$ cat config.mk
export PLATFORM = sky130hd
export DESIGN_NAME = asc_config_memory
export DESIGN_NICKNAME = d
export VERILOG_FILES = /design/src/hdl/asc_pkg.sv /design/src/hdl/asc_config_memory.sv
export SDC_FILE = /design/constraint.sdc
export NUM_CORES = 1
export LEC_CHECK = 0
export BUFFER_PORTS_ARGS = -buffer_cell sky130_fd_sc_hd__buf_4
export CAP_MARGIN = 20
export CORE_MARGIN = 2
export CORE_UTILIZATION = 54
export DETAILED_ROUTE_END_ITERATION = 10
export GPL_TIMING_DRIVEN = 0
export PLACE_DENSITY = 0.77
export RECOVER_POWER = 25
export SLEW_MARGIN = 20
export SYNTH_ARGS = -nofsm -noshare
export SYNTH_HDL_FRONTEND = slang
export SYNTH_SLANG_ARGS = --single-unit
$ cat constraint.sdc
create_clock -name clk_i -period 5.8 [get_ports clk_i]
set_input_delay 1.16 -clock clk_i [delete_from_list [all_inputs] [get_ports clk_i]]
set_output_delay 1.16 -clock clk_i [all_outputs]
set_load 0.03 [all_outputs]
$ cat src/hdl/asc_pkg.sv
// Package: constants, types and lookup helpers of the configuration store
package asc_pkg;

    // Register port geometry
    localparam int ADDR_W = 4;
    localparam int DATA_W = 12;
    localparam int NUM_WORDS = 7;
    localparam int IDX_W = 3;

    // Word offsets on the register port
    localparam logic [3:0] OFS_IDENT_ONE = 4'h4;
    localparam logic [3:0] OFS_IDENT_TWO = 4'h5;
    localparam logic [3:0] OFS_ZERO_POINT = 4'h6;
    localparam logic [3:0] OFS_QUAD_CFG = 4'h7;
    localparam logic [3:0] OFS_LOCK = 4'h8;
    localparam logic [3:0] OFS_DIAG_DIS = 4'h9;
    localparam logic [3:0] OFS_COMMUT_CFG = 4'ha;

    // Array slots, counted from the first mapped offset
    localparam logic [2:0] IDX_IDENT_ONE = 3'h0;
    localparam logic [2:0] IDX_IDENT_TWO = 3'h1;
    localparam logic [2:0] IDX_ZERO_POINT = 3'h2;
    localparam logic [2:0] IDX_QUAD_CFG = 3'h3;
    localparam logic [2:0] IDX_LOCK = 3'h4;
    localparam logic [2:0] IDX_DIAG_DIS = 3'h5;
    localparam logic [2:0] IDX_COMMUT_CFG = 3'h6;

    // Factory contents of each word
    localparam logic [11:0] RST_IDENT = 12'h000;
    localparam logic [11:0] RST_ZERO_POINT = 12'h000;
    localparam logic [11:0] RST_QUAD_CFG = 12'h0a0;
    localparam logic [11:0] RST_LOCK = 12'h003;
    localparam logic [11:0] RST_DIAG_DIS = 12'h000;
    localparam logic [11:0] RST_COMMUT_CFG = 12'h052;

    // Fields of the quadrature configuration word
    localparam int QC_DIR_BIT = 9;
    localparam int QC_INDEX_FORM_BIT = 8;
    localparam int QC_ENABLE_BIT = 7;
    localparam int QC_HYS_LSB = 4;
    localparam int QC_HYS_W = 3;
    localparam int QC_RES_LSB = 0;
    localparam int QC_RES_W = 4;

    // Lock field
    localparam int LOCK_W = 2;
    localparam logic [1:0] LOCK_OPEN = 2'h3;

    // Diagnostic-disable field width
    localparam int DIAG_W = 2;

    // Hysteresis codes with their own meaning; the rest act as one LSB
    localparam logic [2:0] HYS_OFF = 3'h0;
    localparam logic [2:0] HYS_ZERO = 3'h1;
    localparam logic [2:0] HYS_TWO = 3'h3;
    localparam logic [2:0] HYS_THREE = 3'h4;
    localparam logic [11:0] BAND_ZERO = 12'h002;
    localparam logic [11:0] BAND_ONE = 12'h003;
    localparam logic [11:0] BAND_TWO = 12'h004;
    localparam logic [11:0] BAND_THREE = 12'h005;

    // Scaling: angle * ppr * 4 / 4096 keeps bits above this shift
    localparam int PROD_W = 23;
    localparam int SCALE_SHIFT = 10;
    localparam logic [11:0] HALF_TURN = 12'h800;

    typedef enum logic {
        ST_LOAD,
        ST_RUN
    } asc_state_e;

    typedef struct packed {
        logic [ADDR_W-1:0] addr;
        logic [DATA_W-1:0] wdata;
        logic wr;
        logic rd;
    } asc_bus_req_s;

    typedef struct packed {
        logic a;
        logic b;
        logic index;
    } asc_quad_s;

    // Pulses per revolution for each resolution code
    function automatic logic [10:0] ppr_of(input logic [3:0] code);
        case (code)
            4'h0: ppr_of = 11'h400;
            4'h1: ppr_of = 11'h200;
            4'h2: ppr_of = 11'h100;
            4'h3: ppr_of = 11'h080;
            4'h4: ppr_of = 11'h3e8;
            4'h5: ppr_of = 11'h384;
            4'h6: ppr_of = 11'h320;
            4'h7: ppr_of = 11'h2bc;
            4'h8: ppr_of = 11'h258;
            4'h9: ppr_of = 11'h1f4;
            4'ha: ppr_of = 11'h190;
            4'hb: ppr_of = 11'h168;
            4'hc: ppr_of = 11'h12c;
            4'hd: ppr_of = 11'h0c8;
            4'he: ppr_of = 11'h064;
            default: ppr_of = 11'h032;
        endcase
    endfunction

endpackage

$ cat src/hdl/asc_config_memory.sv
// Configuration store, working copy and quadrature pulse generation
`timescale 1ns/10ps
`default_nettype none

// Summary of operation
// - Memory reachable only in user mode
// - Diagnostic-disable word lives at location 0x09
// - Once locked, every write is refused
// - Working copy loaded at power-up, normal entry
// - Two 12-bit ID words, default zero
// - Zero point in 1/4096 turn steps
// - Zero point shifts quadrature and commutation angle
// - Quadrature word field positions D9 to D0
// - Direction bit: 0 CCW, 1 CW increasing
// - Index: pulse at zero, or half-turn switch
// - Enable bit 0 floats A, B, index
// - Hysteresis code decode, default one LSB
// - Code 0 follows every angle change
// - Zero LSB masks single-count dither
// - Resolution code selects pulses per turn
// - Lock value 3 open, else locked until reset
// - Scale angle; A, B, index from bits
module asc_config_memory (
    // Clock and reset
    input wire logic clk_i,
    input wire logic rst_b_i,
    // Mode: high while in user mode
    input wire logic user_mode_i,
    // Register port
    input wire asc_pkg::asc_bus_req_s bus_i,
    output logic [asc_pkg::DATA_W-1:0] rdata_o,
    // Angle from the tracking loop
    input wire logic [11:0] angle_i,
    // Quadrature pins, driven while quad_oe_o is high
    output asc_pkg::asc_quad_s quad_o,
    output logic quad_oe_o,
    // Working settings for neighbouring blocks
    output logic [11:0] commut_angle_o,
    output logic [11:0] commut_cfg_o,
    output logic [asc_pkg::DIAG_W-1:0] diag_disable_o,
    output logic locked_o
);

    typedef logic [asc_pkg::NUM_WORDS-1:0][asc_pkg::DATA_W-1:0] asc_words_t;

    typedef struct packed {
        asc_pkg::asc_state_e st;
        logic mode_q;
        asc_words_t nvm;
        asc_words_t work;
        logic [11:0] filt;
        logic [11:0] adj;
        asc_pkg::asc_quad_s quad;
        logic oe;
        logic [asc_pkg::DATA_W-1:0] rdata;
    } asc_core_s;

    localparam asc_words_t NVM_DEFAULT = {
        asc_pkg::RST_COMMUT_CFG,
        asc_pkg::RST_DIAG_DIS,
        asc_pkg::RST_LOCK,
        asc_pkg::RST_QUAD_CFG,
        asc_pkg::RST_ZERO_POINT,
        asc_pkg::RST_IDENT,
        asc_pkg::RST_IDENT
    };

    localparam asc_core_s CORE_RESET = '{
        st: asc_pkg::ST_LOAD,
        mode_q: 1'b0,
        nvm: NVM_DEFAULT,
        work: NVM_DEFAULT,
        filt: 12'h000,
        adj: 12'h000,
        quad: '0,
        oe: 1'b0,
        rdata: 12'h000
    };

    asc_core_s q;
    asc_core_s d;

    logic mapped;
    logic [asc_pkg::IDX_W-1:0] idx;
    logic locked;
    logic reload;
    logic [11:0] qcfg;
    logic [2:0] hys;
    logic [asc_pkg::QC_RES_W-1:0] res;
    logic [11:0] rel;
    logic [11:0] adj;
    logic [11:0] diff;
    logic [11:0] mag;
    logic [11:0] band;
    logic [11:0] next_filt;
    logic [asc_pkg::PROD_W-1:0] prod;
    logic [11:0] scaled;

    always_comb begin
        mapped = (bus_i.addr >= asc_pkg::OFS_IDENT_ONE) &&
                 (bus_i.addr <= asc_pkg::OFS_COMMUT_CFG);
        idx = asc_pkg::IDX_W'(bus_i.addr - asc_pkg::OFS_IDENT_ONE);
        // Lock state read straight from the stored word
        locked = q.nvm[asc_pkg::IDX_LOCK][asc_pkg::LOCK_W-1:0] !=
                 asc_pkg::LOCK_OPEN;
        // Leaving user mode copies the store into the working set
        reload = (q.st == asc_pkg::ST_LOAD) ||
                 (q.mode_q && !user_mode_i);
        qcfg = q.work[asc_pkg::IDX_QUAD_CFG];
        hys = qcfg[asc_pkg::QC_HYS_LSB +: asc_pkg::QC_HYS_W];
        res = qcfg[asc_pkg::QC_RES_LSB +: asc_pkg::QC_RES_W];

        // Zero point first, then the sense of rotation
        rel = angle_i - q.work[asc_pkg::IDX_ZERO_POINT];
        adj = qcfg[asc_pkg::QC_DIR_BIT] ? 12'h000 - rel : rel;

        diff = q.adj - q.filt;
        mag = diff[11] ? 12'h000 - diff : diff;
        case (hys)
            asc_pkg::HYS_ZERO: band = asc_pkg::BAND_ZERO;
            asc_pkg::HYS_TWO: band = asc_pkg::BAND_TWO;
            asc_pkg::HYS_THREE: band = asc_pkg::BAND_THREE;
            default: band = asc_pkg::BAND_ONE;
        endcase
        // Move the held angle once the change clears the band; with hysteresis off, on every change
        if (hys == asc_pkg::HYS_OFF) begin
            next_filt = q.adj;
        end else if (mag >= band) begin
            next_filt = q.adj;
        end else begin
            next_filt = q.filt;
        end

        prod = asc_pkg::PROD_W'(q.filt) *
               asc_pkg::PROD_W'(asc_pkg::ppr_of(res));
        scaled = prod[asc_pkg::SCALE_SHIFT +: 12];

        d = q;
        d.mode_q = user_mode_i;
        d.adj = adj;
        d.filt = next_filt;
        d.rdata = 12'h000;

        // Writes reach the store only in user mode and while open
        if (bus_i.wr && mapped && user_mode_i && !locked) begin
            d.nvm[idx] = bus_i.wdata;
        end
        if (bus_i.rd && mapped && user_mode_i) begin
            d.rdata = q.nvm[idx];
        end

        case (q.st)
            asc_pkg::ST_LOAD: d.st = asc_pkg::ST_RUN;
            asc_pkg::ST_RUN: d.st = asc_pkg::ST_RUN;
            default: d.st = asc_pkg::ST_LOAD;
        endcase
        if (reload) begin
            d.work = q.nvm;
        end

        d.quad.a = scaled[1];
        d.quad.b = scaled[1] ^ scaled[0];
        if (qcfg[asc_pkg::QC_INDEX_FORM_BIT]) begin
            d.quad.index = q.filt < asc_pkg::HALF_TURN;
        end else begin
            d.quad.index = ~|scaled;
        end
        // Pins float until the first load has set the enable bit
        d.oe = qcfg[asc_pkg::QC_ENABLE_BIT] &&
               (q.st == asc_pkg::ST_RUN);
    end

    always_ff @(posedge clk_i) begin
        if (!rst_b_i) begin
            q <= CORE_RESET;
        end else begin
            q <= d;
        end
    end

    assign rdata_o = q.rdata;
    assign quad_o = q.quad;
    assign quad_oe_o = q.oe;
    assign commut_angle_o = q.adj;
    assign commut_cfg_o = q.work[asc_pkg::IDX_COMMUT_CFG];
    assign diag_disable_o =
        q.work[asc_pkg::IDX_DIAG_DIS][asc_pkg::DIAG_W-1:0];
    assign locked_o = locked;
endmodule // asc_config_memory

`default_nettype wire

# Yosys cells after proc, flatten, opt, wreduce, memory -nomap -nowiden
# Memories as Yosys holds them, arrays and structs flattened. A register that Yosys moved wholly into a read port is not among the register bits.
# Cells that the tools add are included.
dict set report word_totals {
  regBits 162
  rom_bits 160
  input_bits 33
  elab_cells 69
  mem_count 1
}
# name words width rd rd_clocked_by_memory_dff write_ports line
set memory_table {}
lappend memory_table {{(no name shown)} 16 10 1 1 0 asc_pkg.sv:87} ;# case (code)
dict set report op_classes {
  add_sub_neg 5
  mul 1
  order_cmp 6
  n_eq_ne 4
  mux 13
  bitwise 2
  n_reduce_logical 17
}
# cell n
set op_table {}
lappend op_table {{$bwmux 84} 1}
lappend op_table {{$mux 12} 6}
lappend op_table {{$bmux 12 s3} 1}
lappend op_table {{$demux 12 s3} 1}
lappend op_table {{$sub 1x12->12 const A} 2}
lappend op_table {{$sub 12x12->12} 2}
lappend op_table {{$mul 12x11->22} 1}
lappend op_table {{$ge 12x12->1} 1}
lappend op_table {{$lt 12x12->1 const B} 1}
lappend op_table {{$reduce_or 12->1} 1}
lappend op_table {{$logic_and 1x1->1} 9}
lappend op_table {{$pmux 3 s3} 1}
lappend op_table {{$mux 4} 2}
lappend op_table {{$ge 4x3->1 const B} 1}
lappend op_table {{$le 4x4->1 const B} 1}
lappend op_table {{$lt 3x4->1 const B} 1}
lappend op_table {{$eq 3x1->1 const B} 1}
lappend op_table {{$eq 3x2->1 const B} 1}
lappend op_table {{$eq 3x3->1 const B} 1}
lappend op_table {{$ge 3x1->1 const B} 1}
lappend op_table {{$logic_not 1->1} 3}
lappend op_table {{$logic_not 3->1} 1}
lappend op_table {{$sub 3x3->3 const B} 1}
lappend op_table {{$ne 2x2->1 const B} 1}
lappend op_table {{other kinds (6)} 6}

# Depth between registers and ports, before layout
# Gate-level depths: netlist of run 1.
dict set report logic_depth {
  ltp_word 6
  ltp_mapped 21
}

# Worst setup path after synthesis of run 1
# OpenSTA, ideal clock, no wires.
dict set report synth_path {
  path_type {reg2reg}
  start {register q[30] (netlist name)}
  end {register q (netlist bit quad_o[0])}
  t_arrival_ns 5.129
  slack_ns 0.570
  path_stages_with_launch 18
  path_buffers 1
  period_less_slack_ns 5.230
  path_cell_list {dfxtp_1 -> clkbuf_1 -> nand2_1 -> fa_1 -> fa_1 -> fa_1 -> fa_1 -> inv_1 -> fa_1 -> ha_1 -> a21o_1 -> a21o_1 -> or4_1 -> o21ai_0 -> a211oi_1 -> a22oi_1 -> nand4b_1 -> o41ai_1}
}
dict set report synth_between {
  elab_chain_cells 4
}
# item line
set synth_rtl {}
lappend synth_rtl {{from (decl)} asc_config_memory.sv:80} ;# asc_core_s q;
lappend synth_rtl {{from (signal assigned)} asc_config_memory.sv:175} ;# q <= CORE_RESET;
lappend synth_rtl {{from (signal assigned)} asc_config_memory.sv:177} ;# q <= d;
lappend synth_rtl {{$mul 12x11->22} asc_config_memory.sv:134} ;# prod = asc_pkg::PROD_W'(q.filt) *
lappend synth_rtl {{$reduce_or 12->1} asc_config_memory.sv:166} ;# d.quad.index = ~|scaled;
lappend synth_rtl {{$logic_not 1->1} asc_config_memory.sv:166}
lappend synth_rtl {{$mux 1 (*)} asc_config_memory.sv:163} ;# if (qcfg[asc_pkg::QC_INDEX_FORM_BIT]) begin
# Mark *: on every way between the ends. The rest lies on a longest branch, timed or not.
# A chain may end at the register's enable or synchronous reset.

==> results of run 1 <==
-- final cells by class --
class	count	area, µm²	area share [%]
Buffer	113	643	4.70
Clock buffer	17	425	3.11
Clock inverter	15	186	1.36
Inverter	113	424	3.10
Multi-Input combinational cell	989	7780	56.9
Sequential cell	172	3440	25.2
Tap cell	285	357	2.61
Timing Repair Buffer	75	417	3.05
-- critical path, cell delays in order (launching register included) --
cell,delay (ns)
dfxtp_1,0.38
clkbuf_4,0.23
nand2_1,0.10
fa_1,0.52
fa_1,0.52
fa_1,0.51
fa_1,0.55
inv_1,0.05
fa_1,0.47
ha_1,0.33
a21o_1,0.18
a21o_1,0.20
or4_1,0.50
o21ai_0,0.09
a211oi_1,0.08
a22oi_2,0.28
nand4b_1,0.15
o41ai_2,0.32
-- power by group through the flow --
stage | registers (µW) | clock network [µW] | logic [µW]
global placement | 1250 | 0 | 472
CTS | 1220 | 1180 | 488
finish | 1220 | 1170 | 488
global route | 1220 | 1240 | 535
detailed placement | 1250 | 0 | 481
floorplan | 1240 | 0 | 353
-- cell usage after synthesis (25+ instances only) --
cell type	count	area share, %
dfxtp_1	172	28
nand3_1	25	1.0
inv_1	113	3.5
mux2i_1	114	9.3
nor2_1	113	3.5
buf_4	41	2.5
nand2_1	220	6.8
fa_1	79	13
clkbuf_1	60	1.8
and2_1	58	3.0
ha_1	93	9.5
a21oi_1	58	2.4
o21ai_0	39	1.6
-- kinds of logic (layout without fill, tap and decap cells) --
logic type / count (synthesis) / in the layout / share of synthesized area (%)
compound gates: 171 / 171 / 9.00
xor+xnor: 33 / 33 / 2.36
fa+ha+maj: 172 / 172 / 22.5
buf+inv: 227 / 333 / 8.47
flops: 172 / 172 / 28.2
mux: 127 / 127 / 11.6
simple gates: 486 / 486 / 17.9
-- per-stage QoR --
stage / area [µm²] / power [µW] / worst slack [ns]
2_1_floorplan: 12200 / 1590 / 0.570
5_1_grt: 13700 / 2990 / -0.0131
4_1_cts: 13800 / 2890 / 0.0395
3_5_place_dp: 13100 / 1730 / -0.293
3_3_place_gp: 13100 / 1720 / -0.361
6_report: 13700 / 2880 / 0.242
-- timing repair --
action / 4_1_cts / 5_1_grt
setup endpoints to repair: 2 / 1
setup buffers: 0 / 1
pin swaps: 0 / 1
gates resized for setup: 25 / 17
-- worst paths after layout --
path	end	cells after the start	slack, ns
worst max-delay path	quad_o[0]$_SDFF_PN0_	17	0.24
worst min-delay path	commut_cfg_o[8]$_SDFFE_PN0N_	2	0.45
worst max register to register	quad_o[0]$_SDFF_PN0_	17	0.24
worst min register to register	commut_cfg_o[8]$_SDFFE_PN0N_	2	0.45
-- layer usage --
| metal | global-route usage (%) | share of wire, % |
|---|---|---|
| met5 | 0 | 0 |
| met4 | 12.1 | 4.1 |
| met2 | 44.9 | 50 |
| met1 | 32.2 | 41 |
| met3 | 3.03 | 4.6 |
==> results by group, run 1 <==
Detailed routing
  • Via Count: between 9000 and 10000
  • Post-DRT Antenna Nets: 0
  • Detailed Route WL: 30300 µm
  • DRC: 0
  • Iter 0 DRT Violations: about 690
  • Vias/cell: around 5.6
  • Routed len/inst: between 15 and 20 µm
  • Drt first pass iters: 5

Final layout
  • Area delta synth->final: 11.9%
  • Diodes inserted: 0
  • Share of layout cells above drive strength 1: between 10% and 20%
  • Most common cell after layout, fill and taps aside: nand2_1
  • Most frequent cells in the layout: nand2_1, dfxtp_1, mux2i_1
  • Fillers: 1953
  • Core Util, Final: ~61%
  • Nets@finish: about 1700
  • Final cell count without fillers: 1779

Setup path
  • Critical path arrival: 5.89 ns
  • Critical Path Fanout Max: 10
  • Worst Path Required: ~6.1 ns
  • CP Launch Type: register
  • Crit Path Class: register to register
  • CP Capture Type: register

Synthesis
  • Gate Count Post-Synth: around 1400
  • Asr flop ratio synth: 0%
  • Yosys cell types: 62
  • EDFF count, synth: 0
  • Seq/Total Area, Yosys: 28.2%
  • Syn Area/Cell: a little under 9 µm²
  • Flops & latches, synth: roughly 170
  • Post-synth top flop: dfxtp_1
  • Net Count, Synth: between 1500 and 2000
  • Cell Area, Synth: between 10000 and 15000 µm²
  • YS warnings: 0

CTS
  • Clock root buffer: clkbuf_16
  • Clk_lat worst skew: ~0.44 ns
  • Clock Path Buffers: 2
  • Num CTS Buffers: 17
  • Clk sinks: about 170
  • Clk slew on worst S/H paths: about 0.070 ns
  • CTS tree: done
  • Hold buffer count at CTS: 0
  • H-tree depth: 4

Pwr
  • Max VDD drop: 0.193 mV
  • Comb pwr share: between 15 and 20%
  • Sw Ratio: a little under a third
  • Net Sw Power: 865 µW
  • Total internal power: between 2000 and 2500 µW
  • P_leak: 0.00624 µW
  • Seq pwr share: 42.5%
  • Clock power share: between 40% and 50%
  • Power Dens Cells: 210 nW/µm²

Place
  • Placed cells: around 1700
  • Port Buffer Count: between 70 and 80
  • Detailed Place HPWL: 22700 µm
  • Placer Congestion: between 0.9 and 1

Timing
  • Final-report setup violation count: 0
  • Worst hold margin: ~0.45 ns
  • Slew @ Worst Pin: 1.04 ns
  • Setup TNS: 0 ns
  • Final period util: 95.8%
  • Slew HR: a little under a third
  • Max-slew violation count: 0
  • Fin crit period: around 5.6 ns
  • Fmax achieved: ~180 MHz
  • Clk_skew: around 0.011 ns
  • Final hold vios: 0

Job
  • # Max-Cap Violations: 0

Floorplanning
  • Total Die Area: around 24000 µm²
  • Die height: 154 µm
  • Initial Util: 54.5%
  • Core Box Area: approximately 22000 µm²
  • # IOs: 76
  • Core Rows: 55
  • Die Wd: ~150 µm

Global routing
  • First-pass GRT wire length: between 40000 and 50000 µm
  • Largest net degree at the start of global routing: 20
  • Gr ovfl total: 0
  • Gr usage total: between 20% and 30%
  • Antenna violations before repair: 0
  • Vias in the first global route: a little under 10000

Min path
  • Min-Delay Startpoint: commut_cfg_o[8]$_SDFFE_PN0N_
  • Hold Crit Class: register to register

Run status
  • Status: complete, no violations
(Power assumes the default switching activity.)
==> inputs of run 2 (changes only) <==
--- a/config.mk
+++ b/config.mk
@@ -5,13 +5,13 @@
 export SDC_FILE = /design/constraint.sdc
 export NUM_CORES = 1
 export LEC_CHECK = 0
-export BUFFER_PORTS_ARGS = -buffer_cell sky130_fd_sc_hd__buf_4
 export CAP_MARGIN = 20
 export CORE_MARGIN = 2
 export CORE_UTILIZATION = 54
 export DETAILED_ROUTE_END_ITERATION = 10
+export DONT_BUFFER_PORTS = 1
 export GPL_TIMING_DRIVEN = 0
-export PLACE_DENSITY = 0.77
+export PLACE_DENSITY = 0.74
 export RECOVER_POWER = 25
 export SLEW_MARGIN = 20
 export SYNTH_ARGS = -nofsm -noshare
==> results by group, run 2 (same netlist as run 1, synthesis figures left out) <==
CTS
  • Clk slew on worst S/H paths: 0.07 ns
  • Num CTS Buffers: 17
  • Post-CTS Setup Inserts: 0
  • Hold buffer count at CTS: 0
  • Clock Path Buffers: 2
  • H-tree depth: 4
  • Clock root buffer: clkbuf_16
  • CTS tree: done
  • Clk_lat worst skew: approximately 0.44 ns
  • Clk sinks: roughly 170

Setup path
  • CP Capture Type: register
  • Worst Path Required: just over 6 ns
  • Critical path's most frequent cell: fa_1
  • CP Launch Type: register
  • Max incr delay on CP: approximately 0.55 ns
  • Crit path max-delay cell type: fa_1
  • Worst Path Buf+Inv: 2
  • Critical-path cell list: buf_2 > nand2_1 > fa_1 > fa_1 > inv_1 > ha_1 > fa_1 > fa_1 > ha_1 > a2111oi_0 > o21ai_1 > a31oi_4 > a21oi_1 > a211o_1 > a221oi_2 > mux2i_1 > o41ai_2
  • Critical Path Fanout Max: 10
  • Crit Path Class: register to register
  • Critical path arrival: a little under 6 ns
  • Top delay family on crit path: adder cells

Timing
  • Final-report setup violation count: 0
  • Slew HR: 29.7%
  • Setup ws final: 0.234 ns
  • Final hold vios: 0
  • Setup TNS: 0 ns
  • Slew @ Worst Pin: between 1 and 1.5 ns
  • Fmax achieved: approximately 180 MHz
  • Max-slew violation count: 0
  • Fin crit period: around 5.6 ns
  • Clk_skew: slightly above 0.008 ns
  • Final period util: 96.0%

Detailed routing
  • Post-DRT Antenna Nets: 0
  • DRC: 0
  • Iter 0 DRT Violations: 506
  • Detailed Route WL: roughly 29000 µm
  • Drt first pass iters: 5
  • Via Count: 9641
  • Vias/cell: around 5.7
  • Routed len/inst: 17.2 µm

Place
  • Placer Congestion: ~0.92
  • Port Buffer Count: 0
  • Detailed Place HPWL: ~23000 µm
  • Worst slack, placed: -0.438 ns

Final layout
  • Most frequent cells in the layout: nand2_1, dfxtp_1, mux2i_1
  • Diodes inserted: 0
  • Share of layout cells above drive strength 1: 5.70%
  • Most common cell after layout, fill and taps aside: nand2_1
  • Area delta synth->final: 7.14%
  • Nets@finish: 1612

Pwr
  • Total internal power: around 2000 µW
  • Clock power share: around 41%
  • Sw Ratio: about 28%
  • P_leak: about 0.0059 µW
  • Total Power: 2830 µW
  • Net Sw Power: 803 µW
  • Seq pwr share: between 40% and 50%
  • Comb pwr share: 15.6%
  • Power Dens Cells: 216 nW/µm²
  • Max VDD drop: roughly 0.22 mV

Floorplanning
  • Die Wd: about 150 µm
  • # IOs: 76
  • Die height: approximately 150 µm
  • Core Rows: 55
  • Core Box Area: roughly 22000 µm²
  • Initial Util: a little over half
  • Total Die Area: ~24000 µm²

Run status
  • Status: complete, no violations

Job
  • # Max-Cap Violations: 0

Global routing
  • Gr usage total: between 20% and 30%
  • Vias in the first global route: 9482
  • Largest net degree at the start of global routing: 17
  • Gr ovfl total: 0
  • Antenna violations before repair: 0
  • First-pass GRT wire length: approximately 48000 µm

Min path
  • Hold Crit Class: register to register
[run 2: worst paths after layout]
kind	to	depth (start not counted)	start	slack [ns]
max reg2reg	quad_o[0]$_SDFF_PN0_	17	register	0.23
max	quad_o[0]$_SDFF_PN0_	17	register	0.23
min reg2reg	commut_cfg_o[7]$_SDFFE_PN0N_	2	commut_cfg_o[7]$_SDFFE_PN0N_	0.45
min	commut_cfg_o[7]$_SDFFE_PN0N_	2	commut_cfg_o[7]$_SDFFE_PN0N_	0.45
[run 2: timing repair]
item	CTS	global route
pin swaps	0	3
cloned	0	0
endpoints found under the setup margin	2	1
gates resized for setup	17	41
[run 2: worst register-to-register path, delay by kind of cell (launching register included)]
kind	cells	cell delay, ns
compound gates	7	2.01
fa+ha+maj	6	2.57
buf+inv	2	0.28
flops	1	0.35
mux	1	0.13
simple gates	1	0.11
[run 2: final cells by class]
cell class / instances / area, µm²
fill: 1999 / 9340
multi-input combinational: 989 / 7780
buffer: 114 / 498
tap: 285 / 357
inverter: 113 / 424
clock buffer: 19 / 443
sequential: 172 / 3440
clock inverter: 13 / 153
[run 2: metrics by stage]
stage          util (%)  hold WS (ns)  area [µm²]  instances
2_1_floorplan         -         0.432       12200       1388
3_3_place_gp       56.1         0.442       12600       1673
3_5_place_dp       56.1         0.446       12600       1673
4_1_cts            58.9         0.455       13200       1705
5_1_grt            58.4         0.472       13100       1705
6_report           58.4         0.449       13100       1705
[run 2: per-layer routing]
layer | part of all wire (%) | global-route usage [%] | up-vias
met4 | 3.1 | 8.60 | 0
met5 | 0 | 0 | -
met3 | 4.4 | 4.15 | 62
met2 | 50 | 44.5 | 263
li1 | - | - | 4619
met1 | 42 | 30.7 | 4697
[run 2: power groups by stage]
stage | combinational, µW | clock, µW | sequential (µW)
final | 440 | 1160 | 1220
after global placement | 431 | 0 | 1250
after detailed placement | 439 | 0 | 1250
after global routing | 487 | 1210 | 1230
after CTS | 442 | 1170 | 1220
after floorplan | 353 | 0 | 1240
